===== src/pkg/cpr_pkg.sv =====
// Constants and carrier types of the processor core state register file.
// Assumes a single clock domain and a plain byte-addressed register port.
package cpr_pkg;

  // ==========================================================================
  // Register map
  // ==========================================================================
  localparam logic [7:0] CPR_OFF_GPR_LAST   = 8'h3C;
  localparam logic [7:0] CPR_OFF_PSR        = 8'h40;
  localparam logic [7:0] CPR_OFF_PRIO_MASK  = 8'h44;
  localparam logic [7:0] CPR_OFF_FAULT_MASK = 8'h48;
  localparam logic [7:0] CPR_OFF_BASE_PRIO  = 8'h4C;
  localparam logic [7:0] CPR_OFF_CONTROL    = 8'h50;
  localparam logic [7:0] CPR_OFF_MAIN_STACK = 8'h54;
  localparam logic [7:0] CPR_OFF_PROC_STACK = 8'h58;
  localparam logic [7:0] CPR_OFF_IRQ_STAT   = 8'h5C;
  localparam logic [7:0] CPR_OFF_IRQ_MASK   = 8'h60;
  localparam logic [7:0] CPR_OFF_MODE       = 8'h64;

  // ==========================================================================
  // Register indices and fields
  // ==========================================================================
  localparam logic [3:0]  CPR_IDX_HIGH_LO  = 4'h8;
  localparam logic [3:0]  CPR_IDX_HIGH_HI  = 4'hC;
  localparam logic [3:0]  CPR_IDX_STACK    = 4'hD;
  localparam logic [3:0]  CPR_IDX_LINK     = 4'hE;
  localparam logic [3:0]  CPR_IDX_PROG     = 4'hF;
  localparam logic [31:0] CPR_PSR_WMASK    = 32'hFE00_FC00;
  localparam int          CPR_PSR_COMPACT  = 24;
  localparam logic [31:0] CPR_PSR_ONE      = 32'h0100_0000;
  localparam int          CPR_CTRL_USER    = 0;
  localparam int          CPR_CTRL_ALTSP   = 1;

  // Interrupt status bits: fault, exception entry, exception return, refused.
  localparam int          CPR_EV_FAULT     = 0;
  localparam int          CPR_EV_ENTRY     = 1;
  localparam int          CPR_EV_RETURN    = 2;
  localparam int          CPR_EV_REFUSE    = 3;

  // ==========================================================================
  // Reset values
  // ==========================================================================
  localparam logic [31:0] CPR_RST_WORD     = 32'h0000_0000;
  localparam logic [1:0]  CPR_RST_CONTROL  = 2'h0;
  localparam logic [8:0]  CPR_RST_THRESH   = 9'h000;
  localparam logic [3:0]  CPR_RST_IRQ      = 4'h0;

  // ==========================================================================
  // Types
  // ==========================================================================
  typedef enum logic [1:0] {
    CPR_THREAD_PRIV = 2'b00,
    CPR_THREAD_USER = 2'b01,
    CPR_HANDLER     = 2'b11
  } cpr_mode_t;

  typedef struct packed {
    logic        valid;
    logic        wr;
    logic        is16;
    logic [3:0]  idx;
    logic [31:0] wdata;
  } cpr_gpr_req_t;

  typedef struct packed {
    logic       valid;
    logic       nmi;
    logic       hardfault;
    logic [8:0] prio;
  } cpr_int_req_t;

endpackage


===== src/design/cpr_core_state.sv =====
// Core privilege, mode, banked stack and special register state.
// Assumes one clock, a register port that never waits, and a pipeline
// that raises call, exception entry and return events as single pulses.
//
// Implementation choices: the address map and the address-and-strobe port.
`timescale 1ns/1ps
`default_nettype none

module cpr_core_state
(
  input  wire logic                  clk,
  input  wire logic                  reset_n,
  input  wire logic [7:0]            reg_addr,
  input  wire logic [31:0]           reg_wdata,
  input  wire logic                  reg_wr,
  input  wire logic                  reg_rd,
  output logic [31:0]                reg_rdata,
  input  wire cpr_pkg::cpr_gpr_req_t gpr_req,
  output logic [31:0]                gpr_rdata,
  input  wire logic                  call_pulse,
  input  wire logic [31:0]           call_ret_addr,
  input  wire logic                  exc_entry,
  input  wire logic [8:0]            exc_num,
  input  wire logic                  exc_return,
  input  wire cpr_pkg::cpr_int_req_t int_req,
  output logic                       int_accept,
  output logic                       fault,
  output cpr_pkg::cpr_mode_t         mode,
  output logic                       proc_stack_sel,
  output logic                       privileged,
  output logic                       irq
);
  import cpr_pkg::*;

  // ==========================================================================
  // Storage
  // ==========================================================================
  logic [31:0] gpr_r [0:12];
  logic [31:0] link_return_r;
  logic [31:0] program_counter_r;
  logic [31:0] main_stack_ptr_r;
  logic [31:0] process_stack_ptr_r;
  logic [31:0] psr_bits_r;
  logic [8:0]  exc_number_r;
  logic        priority_mask_bit_r;
  logic        fault_mask_bit_r;
  logic [8:0]  base_priority_threshold_r;
  logic [1:0]  ctrl_r;
  logic [3:0]  irq_stat_r;
  logic [3:0]  irq_mask_r;
  cpr_mode_t   mode_r;
  cpr_mode_t   mode_nxt;
  logic [1:0]  ctrl_nxt;
  logic [31:0] rdata_r;
  logic [31:0] gpr_rdata_r;
  logic        accept_r;
  logic        fault_r;
  logic        proc_stack_r;
  logic        priv_r;
  logic        irq_r;

  // ==========================================================================
  // Helpers
  // ==========================================================================
  function automatic logic [31:0] align_word(input logic [31:0] v);
    align_word = {v[31:2], 2'b00};
  endfunction

  function automatic logic [31:0] align_half(input logic [31:0] v);
    align_half = {v[31:1], 1'b0};
  endfunction

  function automatic logic use_proc_stack(input cpr_mode_t m, input logic [1:0] c);
    use_proc_stack = (m == CPR_THREAD_USER) && c[CPR_CTRL_ALTSP];
  endfunction

  logic        sel_proc_stack;
  logic [31:0] psr_value;
  assign sel_proc_stack = use_proc_stack(mode_r, ctrl_r);
  assign psr_value      = (psr_bits_r & CPR_PSR_WMASK) | CPR_PSR_ONE | {23'h0, exc_number_r};

  function automatic logic [31:0] core_reg(input logic [3:0] idx);
    if (idx == CPR_IDX_STACK)
      core_reg = sel_proc_stack ? process_stack_ptr_r : main_stack_ptr_r;
    else if (idx == CPR_IDX_LINK)
      core_reg = link_return_r;
    else if (idx == CPR_IDX_PROG)
      core_reg = program_counter_r;
    else
      core_reg = gpr_r[idx];
  endfunction

  // ==========================================================================
  // Access decode
  // ==========================================================================
  logic       bus_gpr;
  logic [3:0] bus_idx;
  logic       bus_special;
  logic       bus_blocked;
  logic       bus_gw;
  logic       core_gw;
  logic       core_hi_bad;
  logic       compact_clear;
  logic [3:0] ev_set;
  logic       accept_nxt;

  assign bus_gpr     = (reg_addr <= CPR_OFF_GPR_LAST) && (reg_addr[1:0] == 2'b00);
  assign bus_idx     = reg_addr[5:2];
  assign bus_special = (reg_addr == CPR_OFF_PSR) || (reg_addr == CPR_OFF_PRIO_MASK)
                    || (reg_addr == CPR_OFF_FAULT_MASK) || (reg_addr == CPR_OFF_BASE_PRIO)
                    || (reg_addr == CPR_OFF_CONTROL) || (reg_addr == CPR_OFF_MAIN_STACK)
                    || (reg_addr == CPR_OFF_PROC_STACK);
  // User level writes to special registers are refused and fault.
  assign bus_blocked = reg_wr && bus_special && !priv_r;
  assign bus_gw      = reg_wr && bus_gpr;
  // A 16-bit instruction cannot name the high registers.
  assign core_hi_bad = gpr_req.valid && gpr_req.is16
                    && (gpr_req.idx >= CPR_IDX_HIGH_LO) && (gpr_req.idx <= CPR_IDX_HIGH_HI);
  assign core_gw     = gpr_req.valid && gpr_req.wr && !core_hi_bad;
  // Attempting to clear the compact state bit faults.
  assign compact_clear = reg_wr && (reg_addr == CPR_OFF_PSR) && priv_r
                      && !reg_wdata[CPR_PSR_COMPACT];

  always_comb
  begin
    ev_set                = 4'h0;
    ev_set[CPR_EV_FAULT]  = bus_blocked || core_hi_bad || compact_clear;
    ev_set[CPR_EV_ENTRY]  = exc_entry;
    ev_set[CPR_EV_RETURN] = exc_return && !exc_entry;
    ev_set[CPR_EV_REFUSE] = int_req.valid && !accept_nxt;
  end

  // ==========================================================================
  // Exception acceptance
  // ==========================================================================
  always_comb
  begin
    if (int_req.nmi)
      accept_nxt = 1'b1;
    else if (fault_mask_bit_r)
      accept_nxt = 1'b0;
    else if (int_req.hardfault)
      accept_nxt = 1'b1;
    else if (priority_mask_bit_r)
      accept_nxt = 1'b0;
    else if ((base_priority_threshold_r != 9'h000)
             && (int_req.prio >= base_priority_threshold_r))
      accept_nxt = 1'b0;
    else
      accept_nxt = 1'b1;
  end

  // ==========================================================================
  // Mode and control
  // ==========================================================================
  always_comb
  begin
    ctrl_nxt = ctrl_r;
    if (reg_wr && (reg_addr == CPR_OFF_CONTROL) && priv_r)
      ctrl_nxt = reg_wdata[1:0];
    mode_nxt = mode_r;
    unique case (mode_r)
      CPR_THREAD_PRIV, CPR_THREAD_USER:
      begin
        mode_nxt = ctrl_nxt[CPR_CTRL_USER] ? CPR_THREAD_USER : CPR_THREAD_PRIV;
      end
      CPR_HANDLER:
      begin
        if (exc_return)
          mode_nxt = ctrl_nxt[CPR_CTRL_USER] ? CPR_THREAD_USER : CPR_THREAD_PRIV;
      end
      default:
      begin
        mode_nxt = CPR_THREAD_PRIV;
      end
    endcase
    if (exc_entry)
      mode_nxt = CPR_HANDLER;
  end

  always_ff @(posedge clk or negedge reset_n)
  begin
    if (!reset_n)
    begin
      mode_r <= CPR_THREAD_PRIV;
      ctrl_r <= CPR_RST_CONTROL;
      proc_stack_r <= 1'b0;
      priv_r <= 1'b1;
    end
    else
    begin
      mode_r <= mode_nxt;
      ctrl_r <= ctrl_nxt;
      // The process stack is chosen only in user thread operation.
      proc_stack_r <= use_proc_stack(mode_nxt, ctrl_nxt);
      // Handler mode is always privileged.
      priv_r <= (mode_nxt != CPR_THREAD_USER);
    end
  end

  // ==========================================================================
  // Core registers
  // ==========================================================================
  always_ff @(posedge clk or negedge reset_n)
  begin
    if (!reset_n)
    begin
      for (int i = 0; i <= 12; i++)
        gpr_r[i] <= CPR_RST_WORD;
    end
    else
    begin
      for (int i = 0; i <= 12; i++)
      begin
        if (bus_gw && (bus_idx == 4'(i)))
          gpr_r[i] <= reg_wdata;
        if (core_gw && (gpr_req.idx == 4'(i)))
          gpr_r[i] <= gpr_req.wdata;
      end
    end
  end

  always_ff @(posedge clk or negedge reset_n)
  begin
    if (!reset_n)
    begin
      link_return_r     <= CPR_RST_WORD;
      program_counter_r <= CPR_RST_WORD;
    end
    else
    begin
      if (bus_gw && (bus_idx == CPR_IDX_LINK))
        link_return_r <= reg_wdata;
      if (core_gw && (gpr_req.idx == CPR_IDX_LINK))
        link_return_r <= gpr_req.wdata;
      if (call_pulse)
        link_return_r <= call_ret_addr;
      if (bus_gw && (bus_idx == CPR_IDX_PROG))
        program_counter_r <= align_half(reg_wdata);
      if (core_gw && (gpr_req.idx == CPR_IDX_PROG))
        program_counter_r <= align_half(gpr_req.wdata);
    end
  end

  always_ff @(posedge clk or negedge reset_n)
  begin
    if (!reset_n)
    begin
      main_stack_ptr_r    <= CPR_RST_WORD;
      process_stack_ptr_r <= CPR_RST_WORD;
    end
    else
    begin
      if (reg_wr && (reg_addr == CPR_OFF_MAIN_STACK) && priv_r)
        main_stack_ptr_r <= align_word(reg_wdata);
      if (reg_wr && (reg_addr == CPR_OFF_PROC_STACK) && priv_r)
        process_stack_ptr_r <= align_word(reg_wdata);
      if (bus_gw && (bus_idx == CPR_IDX_STACK))
      begin
        if (sel_proc_stack)
          process_stack_ptr_r <= align_word(reg_wdata);
        else
          main_stack_ptr_r <= align_word(reg_wdata);
      end
      if (core_gw && (gpr_req.idx == CPR_IDX_STACK))
      begin
        if (sel_proc_stack)
          process_stack_ptr_r <= align_word(gpr_req.wdata);
        else
          main_stack_ptr_r <= align_word(gpr_req.wdata);
      end
    end
  end

  // ==========================================================================
  // Status and mask registers
  // ==========================================================================
  always_ff @(posedge clk or negedge reset_n)
  begin
    if (!reset_n)
    begin
      psr_bits_r                <= CPR_RST_WORD;
      exc_number_r              <= 9'h000;
      priority_mask_bit_r       <= 1'b0;
      fault_mask_bit_r          <= 1'b0;
      base_priority_threshold_r <= CPR_RST_THRESH;
    end
    else
    begin
      // Flags in 31:27 and execution state in 26:25 and 15:10.
      if (reg_wr && (reg_addr == CPR_OFF_PSR) && priv_r)
        psr_bits_r <= reg_wdata & CPR_PSR_WMASK;
      if (exc_entry)
        exc_number_r <= exc_num;
      else if (exc_return)
        exc_number_r <= 9'h000;
      if (reg_wr && (reg_addr == CPR_OFF_PRIO_MASK) && priv_r)
        priority_mask_bit_r <= reg_wdata[0];
      if (reg_wr && (reg_addr == CPR_OFF_FAULT_MASK) && priv_r)
        fault_mask_bit_r <= reg_wdata[0];
      if (reg_wr && (reg_addr == CPR_OFF_BASE_PRIO) && priv_r)
        base_priority_threshold_r <= reg_wdata[8:0];
    end
  end

  // Event status is write-one-to-clear; a new event wins over its clear.
  always_ff @(posedge clk or negedge reset_n)
  begin
    if (!reset_n)
    begin
      irq_stat_r <= CPR_RST_IRQ;
      irq_mask_r <= CPR_RST_IRQ;
      irq_r      <= 1'b0;
    end
    else
    begin
      if (reg_wr && (reg_addr == CPR_OFF_IRQ_STAT))
        irq_stat_r <= (irq_stat_r & ~reg_wdata[3:0]) | ev_set;
      else
        irq_stat_r <= irq_stat_r | ev_set;
      if (reg_wr && (reg_addr == CPR_OFF_IRQ_MASK))
        irq_mask_r <= reg_wdata[3:0];
      irq_r <= |(irq_stat_r & irq_mask_r);
    end
  end

  // ==========================================================================
  // Read paths and pulses
  // ==========================================================================
  always_ff @(posedge clk or negedge reset_n)
  begin
    if (!reset_n)
    begin
      rdata_r     <= CPR_RST_WORD;
      gpr_rdata_r <= CPR_RST_WORD;
      accept_r    <= 1'b0;
      fault_r     <= 1'b0;
    end
    else
    begin
      accept_r    <= int_req.valid && accept_nxt;
      fault_r     <= ev_set[CPR_EV_FAULT];
      gpr_rdata_r <= (gpr_req.valid && !gpr_req.wr) ? core_reg(gpr_req.idx) : CPR_RST_WORD;
      if (!reg_rd)
        rdata_r <= CPR_RST_WORD;
      else if (bus_gpr)
        rdata_r <= core_reg(bus_idx);
      else
      begin
        unique case (reg_addr)
          CPR_OFF_PSR:        rdata_r <= psr_value;
          CPR_OFF_PRIO_MASK:  rdata_r <= {31'h0, priority_mask_bit_r};
          CPR_OFF_FAULT_MASK: rdata_r <= {31'h0, fault_mask_bit_r};
          CPR_OFF_BASE_PRIO:  rdata_r <= {23'h0, base_priority_threshold_r};
          CPR_OFF_CONTROL:    rdata_r <= {30'h0, ctrl_r};
          CPR_OFF_MAIN_STACK: rdata_r <= main_stack_ptr_r;
          CPR_OFF_PROC_STACK: rdata_r <= process_stack_ptr_r;
          CPR_OFF_IRQ_STAT:   rdata_r <= {28'h0, irq_stat_r};
          CPR_OFF_IRQ_MASK:   rdata_r <= {28'h0, irq_mask_r};
          CPR_OFF_MODE:       rdata_r <= {29'h0, priv_r, mode_r};
          default:            rdata_r <= CPR_RST_WORD;
        endcase
      end
    end
  end

  assign reg_rdata   = rdata_r;
  assign gpr_rdata   = gpr_rdata_r;
  assign int_accept  = accept_r;
  assign fault       = fault_r;
  assign mode        = mode_r;
  assign proc_stack_sel = proc_stack_r;
  assign privileged  = priv_r;
  assign irq         = irq_r;
endmodule

`default_nettype wire


===== config.mk =====
export PLATFORM = sky130hd
export DESIGN_NAME = cpr_core_state
export DESIGN_NICKNAME = d
export VERILOG_FILES = /design/src/pkg/cpr_pkg.sv /design/src/design/cpr_core_state.sv
export SDC_FILE = /design/constraint.sdc
export NUM_CORES = 2
export LEC_CHECK = 0
export BUFFER_PORTS_ARGS = -buffer_cell sky130_fd_sc_hd__buf_2
export CELL_PAD_IN_SITES_DETAIL_PLACEMENT = 1
export CELL_PAD_IN_SITES_GLOBAL_PLACEMENT = 1
export CORE_MARGIN = 5
export CORE_UTILIZATION = 34
export DETAILED_ROUTE_END_ITERATION = 7
export GPL_TIMING_DRIVEN = 1
export MAX_ROUTING_LAYER = met4
export PLACE_DENSITY_LB_ADDON = 0.1
export SLEW_MARGIN = 5
export SYNTH_ARGS = -nofsm -noshare
export SYNTH_HDL_FRONTEND = slang
export SYNTH_SLANG_ARGS = --single-unit

===== constraint.sdc =====
create_clock -name clk -period 5.5 [get_ports clk]
set_input_delay 0.825 -clock clk [delete_from_list [all_inputs] [get_ports clk]]
set_output_delay 0.825 -clock clk [all_outputs]
set_load 0.02 [all_outputs]

After elaboration in Yosys (flattened, before gate mapping). Index checks and enable logic that the tools add are counted.

Add/sub/neg operators: 0. Multiply operators: 0. Div/mod/pow operators: 0. $lt $le $gt $ge: 6. Eq/ne operators: 44. Shifts and indexed selects: 0. Multiplexer cells: 71. Bitwise gates (word level): 8. Reductions and logical operators: 102.

Operators by type and width (number): $mux 32 (55); $pmux 32 s10 (1); $bmux 32 s4 (2); $eq 8x7->1 const B (10); $logic_and 1x1->1 (65); $eq 4x4->1 const B (16); $eq 4x3->1 const B (8); $or 32x9->32 (1); $reduce_bool 2->1 (15); $mux 9 (2); $eq 4x2->1 const B (4); $ge 5x5->1 const B (2); $not 4->5 (2); $ge 9x9->1 (1); $reduce_bool 9->1 (1); $and 4x4->4 (2); $eq 4x1->1 const B (2); $le 8x6->1 const B (1); $logic_not 4->1 (2); $logic_or 1x1->1 (8); $or 4x4->4 (2); $logic_not 1->1 (6); $mux 1 (6); $mux 2 (3); other kinds (12) (14).

Register bits: 658. Bits in latches: 0. RAM bits: 0. Memory bits (read-only): 0. Input port bits: 139. Output and inout port bits: 71. Logic and storage cells: 264. Memories kept: 0.

Depth between registers and ports, before layout.
Depth in word-level cells: 13. Depth in mapped cells: 9. Depth with buffers taken out: 7.

Worst setup path after synthesis. OpenSTA, ideal clock, no wires.

Path type: input to register. Start: in reg_addr[4]. End: reg psr_bits_r[12]. Library setup time: 0.128 ns. Arrival time: 2.487 ns. Required time: 5.372 ns. Setup slack: 2.885 ns. Stages on the path: 7. Buffers on the path: 3. Path through: buf_2 > or2_2 > clkbuf_1 > or3_4 > nor2_4 > buf_4 > mux2_1.

Longest elaborated chain between the ends: 3.

RTL lines: start: declaration (RTL line cpr_core_state.sv:13) `input wire logic [7:0] reg_addr,`; $eq 8x7->1 (RTL line cpr_core_state.sv:291) `if (reg_wr && (reg_addr == CPR_OFF_PSR) && priv_r)`; $logic_and 1x1->1 (2 in a row) (RTL line cpr_core_state.sv:291); end signal: assignment (RTL line cpr_core_state.sv:292) `psr_bits_r <= reg_wdata & CPR_PSR_WMASK;`; end: declaration (RTL line cpr_core_state.sv:43) `logic [31:0] psr_bits_r;`.

Every way passes these cells. A chain may end at the register's enable or synchronous reset.

Worst setup path in the final report.
Start: reg mode_r[1], in the netlist mode[1]. End: reg rdata_r[12], in the netlist reg_rdata[12].

Longest elaborated chain between the ends: 6.

RTL lines: start: declaration (RTL line cpr_core_state.sv:51) `cpr_mode_t mode_r;`; start signal: assignment (RTL line cpr_core_state.sv:192) `mode_r <= mode_nxt;`; $eq 2x1->1 (RTL line cpr_core_state.sv:74) `use_proc_stack = (m == CPR_THREAD_USER) && c[CPR_CTRL_ALTSP];`; $logic_and 1x1->1 (RTL line cpr_core_state.sv:74); $mux 32 (RTL line cpr_core_state.sv:84) `core_reg = sel_proc_stack ? process_stack_ptr_r : main_stack_ptr_r;`; $mux 32 (RTL line cpr_core_state.sv:83) `if (idx == CPR_IDX_STACK)`; $mux 32 (RTL line cpr_core_state.sv:346) `else if (bus_gpr)`; $mux 32 (RTL line cpr_core_state.sv:344) `if (!reg_rd)`; end signal: assignment (RTL line cpr_core_state.sv:347) `rdata_r <= core_reg(bus_idx);`; end signal: assignment (RTL line cpr_core_state.sv:351) `CPR_OFF_PSR: rdata_r <= psr_value;`; end signal: assignment (RTL line cpr_core_state.sv:352) `CPR_OFF_PRIO_MASK: rdata_r <= {31'h0, priority_mask_bit_r};`; end: declaration (RTL line cpr_core_state.sv:54) `logic [31:0] rdata_r;`.

Every way passes these cells.

==> results_dict.tcl <==
set metrics [dict create \
    antenna_left 0 \
    start_kind "flop" \
    syn_avg_cell_area_um2 10.2 \
    p_int_mw 10.4 \
    tightestPinTransition_ns 1.26 \
    cts_max_level 3 \
    hold_violations 0 \
    rr_worst_depth 6 \
    path_cells "and3b_2 > buf_4 > mux2i_1 > o21ai_0 > a2111oi_0 > a211oi_1" \
    ctsHoldBuffers 0 \
    status "complete, no violations" \
    synth_seq_cells 657 \
    p_seq_share_pct 42.4 \
    place_inst 5239 \
    grt_pass1_wl_um 265000 \
    grt_max_degree 129 \
    gp_congestion 0.831 \
    wl_um 187000 \
    switchingPower_mw 4.49 \
    synth_fa_ha_area_share_pct 0.290 \
    pin_count 210 \
    max-vdd-ir-drop_mv 0.231 \
    final_common_cell "nand2_1" \
    critPathArrivalTime_ns 3.84 \
    setup_tns_ns 0 \
    netSwitchingFraction_pct 30.2 \
    yosysWarnings 0 \
    via_per_inst 6.10 \
    synthCells 3822 \
    stdcell_count 5393 \
    initial_utilization_pct 34.1 \
    max_cap_violations 0 \
    synth_area_um2 38900 \
    die-area_um2 121000 \
    clk_pin_slew_ns 0.06 \
    cts_buffer_depth 3 \
    dp_hpwl_um 118000 \
    slowest_delay_ns 0.69 \
    seq_area_frac_synth_pct 42.3 \
    vias 32900 \
    finalSetupViolCount 0 \
    end_kind "flop" \
    synth-xor-area-share_pct 0 \
    area_growth_pct 13.7 \
    fin_ws_ns 2.15 \
    port_buffers 209 \
    cts_inserted_buffers 84 \
    dr.pass1.iters 8 \
    cts_resized 0 \
    clock_sinks 657 \
    p_per_area_nw_per_um2 336 \
    layout.nets 3961 \
    ys_async_sr_fraction_pct 100 \
    crit_buf_inv 1 \
    insertion_delay_ns 0.67 \
    fp.dieH_um 348 \
    leakagePower_nw 21.4 \
    grt_overflow 0 \
    rsz0062_at_grt "no" \
    wl_per_cell_um 34.7 \
    rows 124 \
    synth.area.mux_share_pct 27.7 \
    critical_path_class "reg -> reg" \
    antenna_found_initial 11 \
    core_um2 114000 \
    crit_required_ns 5.99 \
    place_area_um2 41300 \
    post-place-ws_ns 1.48 \
    r2r_setup_slack_ns 2.15 \
    grt_pass1_vias 33100 \
    cp_slowest_cell "and3b_2" \
    synth_top_family_by_area "multiplexers" \
    power_mw 14.9 \
    fmax_mhz 298 \
    ys.flop_type "dfrtp_1" \
    hold-worst-slack_ns 0.199 \
    drc 0 \
    final_cell_mix "nand2_1, dfrtp_1, mux2i_1" \
    postCtsSetupBuffers 0 \
    pwr-share-clk_pct 39.6 \
    utilization_pct 38.8 \
    drt-initial-drc-count 3316 \
    drive_above_1_share_pct 19.7 \
    synth-simple-area-share_pct 10.8 \
    path_max_fanout 21 \
    synth_compound_area_share_pct 14.0 \
    synth_cell_types 88 \
    synth_edf_count 0 \
    slew_violations 0 \
    grt.total_usage_pct 31.1 \
    synth_nets 3970 \
    pwr-share-comb_pct 18.1 \
    fill_cells 12500 \
    fin_skew_ns 0.0233 \
    path_depth 6 \
    finalCriticalPeriod_ns 3.35 \
    slew_headroom_pct 16.3 \
    dieWidth_um 348 \
    cts_tree "yes" \
    cp_top_family "compound AO/OA/AOI/OAI gates" \
    cts_root_buf "clkbuf_16" \
    final_area_um2 44200 \
    hold_class "in -> async" \
    final.period_utilization_pct 61.0 \
]
metal layers:
| metal | vias up | GRT usage (%) | routed length [um] |
|---|---|---|---|
| met1 | 17500 | 43.5 | 85000 |
| li1 | 13900 | - | - |
| met5 | - | - | 0 |
| met2 | 1247 | 47.1 | 83900 |
| met3 | 260 | 5.44 | 13000 |
| met4 | 0 | 7.73 | 4960 |
final timing paths:
path / startpoint / endpoint
min in group clk: int_req[9] / irq_stat_r[3]$_DFF_PN0_
max reg2reg: mode[1]$_DFF_PN0_ / reg_rdata[12]$_DFF_PN0_
min reg2reg: psr_bits_r[29]$_DFFE_PN0P_ / psr_bits_r[29]$_DFFE_PN0P_
max in group asynchronous: reset_n / gpr_rdata[27]$_DFF_PN0_
max: mode[1]$_DFF_PN0_ / reg_rdata[12]$_DFF_PN0_
min: reset_n / gpr_r[6]$_DFFE_PN0P_
power by group through the flow:
stage | clock network [mW] | registers (mW) | logic (mW)
floorplan | 0 | 6.11 | 1.82
detailed placement | 0 | 6.36 | 2.67
CTS | 5.98 | 6.28 | 2.67
global placement | 0 | 6.34 | 2.62
global route | 6.18 | 6.39 | 2.92
finish | 5.88 | 6.30 | 2.68
Yosys cell counts (17+ instances only):
cell type / count / share of area, %
dfrtp_1: 656 / 42
nand4_1: 17 / 0.27
mux2_2: 45 / 1.3
buf_4: 21 / 0.41
a2111oi_0: 32 / 0.72
clkbuf_1: 291 / 2.8
nand2_1: 748 / 7.2
a211oi_1: 28 / 0.54
and2_1: 20 / 0.32
buf_2: 95 / 1.2
inv_1: 25 / 0.24
a22oi_1: 25 / 0.48
buf_1: 21 / 0.20
nor2_1: 50 / 0.48
o21ai_1: 38 / 0.49
mux4_2: 178 / 10
a21oi_1: 40 / 0.51
a222oi_1: 36 / 0.93
mux2i_1: 600 / 15
nor2b_1: 17 / 0.27
o22ai_1: 47 / 0.76
o21ai_0: 537 / 6.9
sequential cells by signal (all words and copies together), names as in the netlist, 13 cells and up:
register,count
gpr_r,416
gpr_rdata,32
link_return_r,32
main_stack_ptr_r,32
process_stack_ptr_r,32
program_counter_r,31
psr_bits_r,13
reg_rdata,32
worst register-to-register path, delay by kind of cell, from the launching register on:
family,cells,cell delay [ns]
buffers and inverters,1,0.58
muxes,1,0.33
and+or+nand+nor,1,0.70
DFF,1,0.49
AOI/OAI and AO/OA,3,1.09
cells by family (layout without fill, tap and decap cells):
group                      after synthesis  count (layout)
AOI/OAI and AO/OA                      899             899
and+or+nand+nor                        956             956
DFF                                    657             657
other                                    0               7
buffers and inverters                  459             511
adders and majority gates                9               9
muxes                                  842             842
cell type report:
cell class | instances | area [um^2] | share of cell area (%)
antenna | 7 | 17.5 | 0.0396
inverter | 27 | 101 | 0.229
tap | 1512 | 1890 | 4.28
timing repair buffer | 337 | 2210 | 5.01
clock inverter | 21 | 283 | 0.639
sequential | 657 | 16400 | 37.2
clock buffer | 126 | 2580 | 5.83
multi-input combinational | 2706 | 20700 | 46.8
No activity file was read; power rests on OpenSTA's default activity.
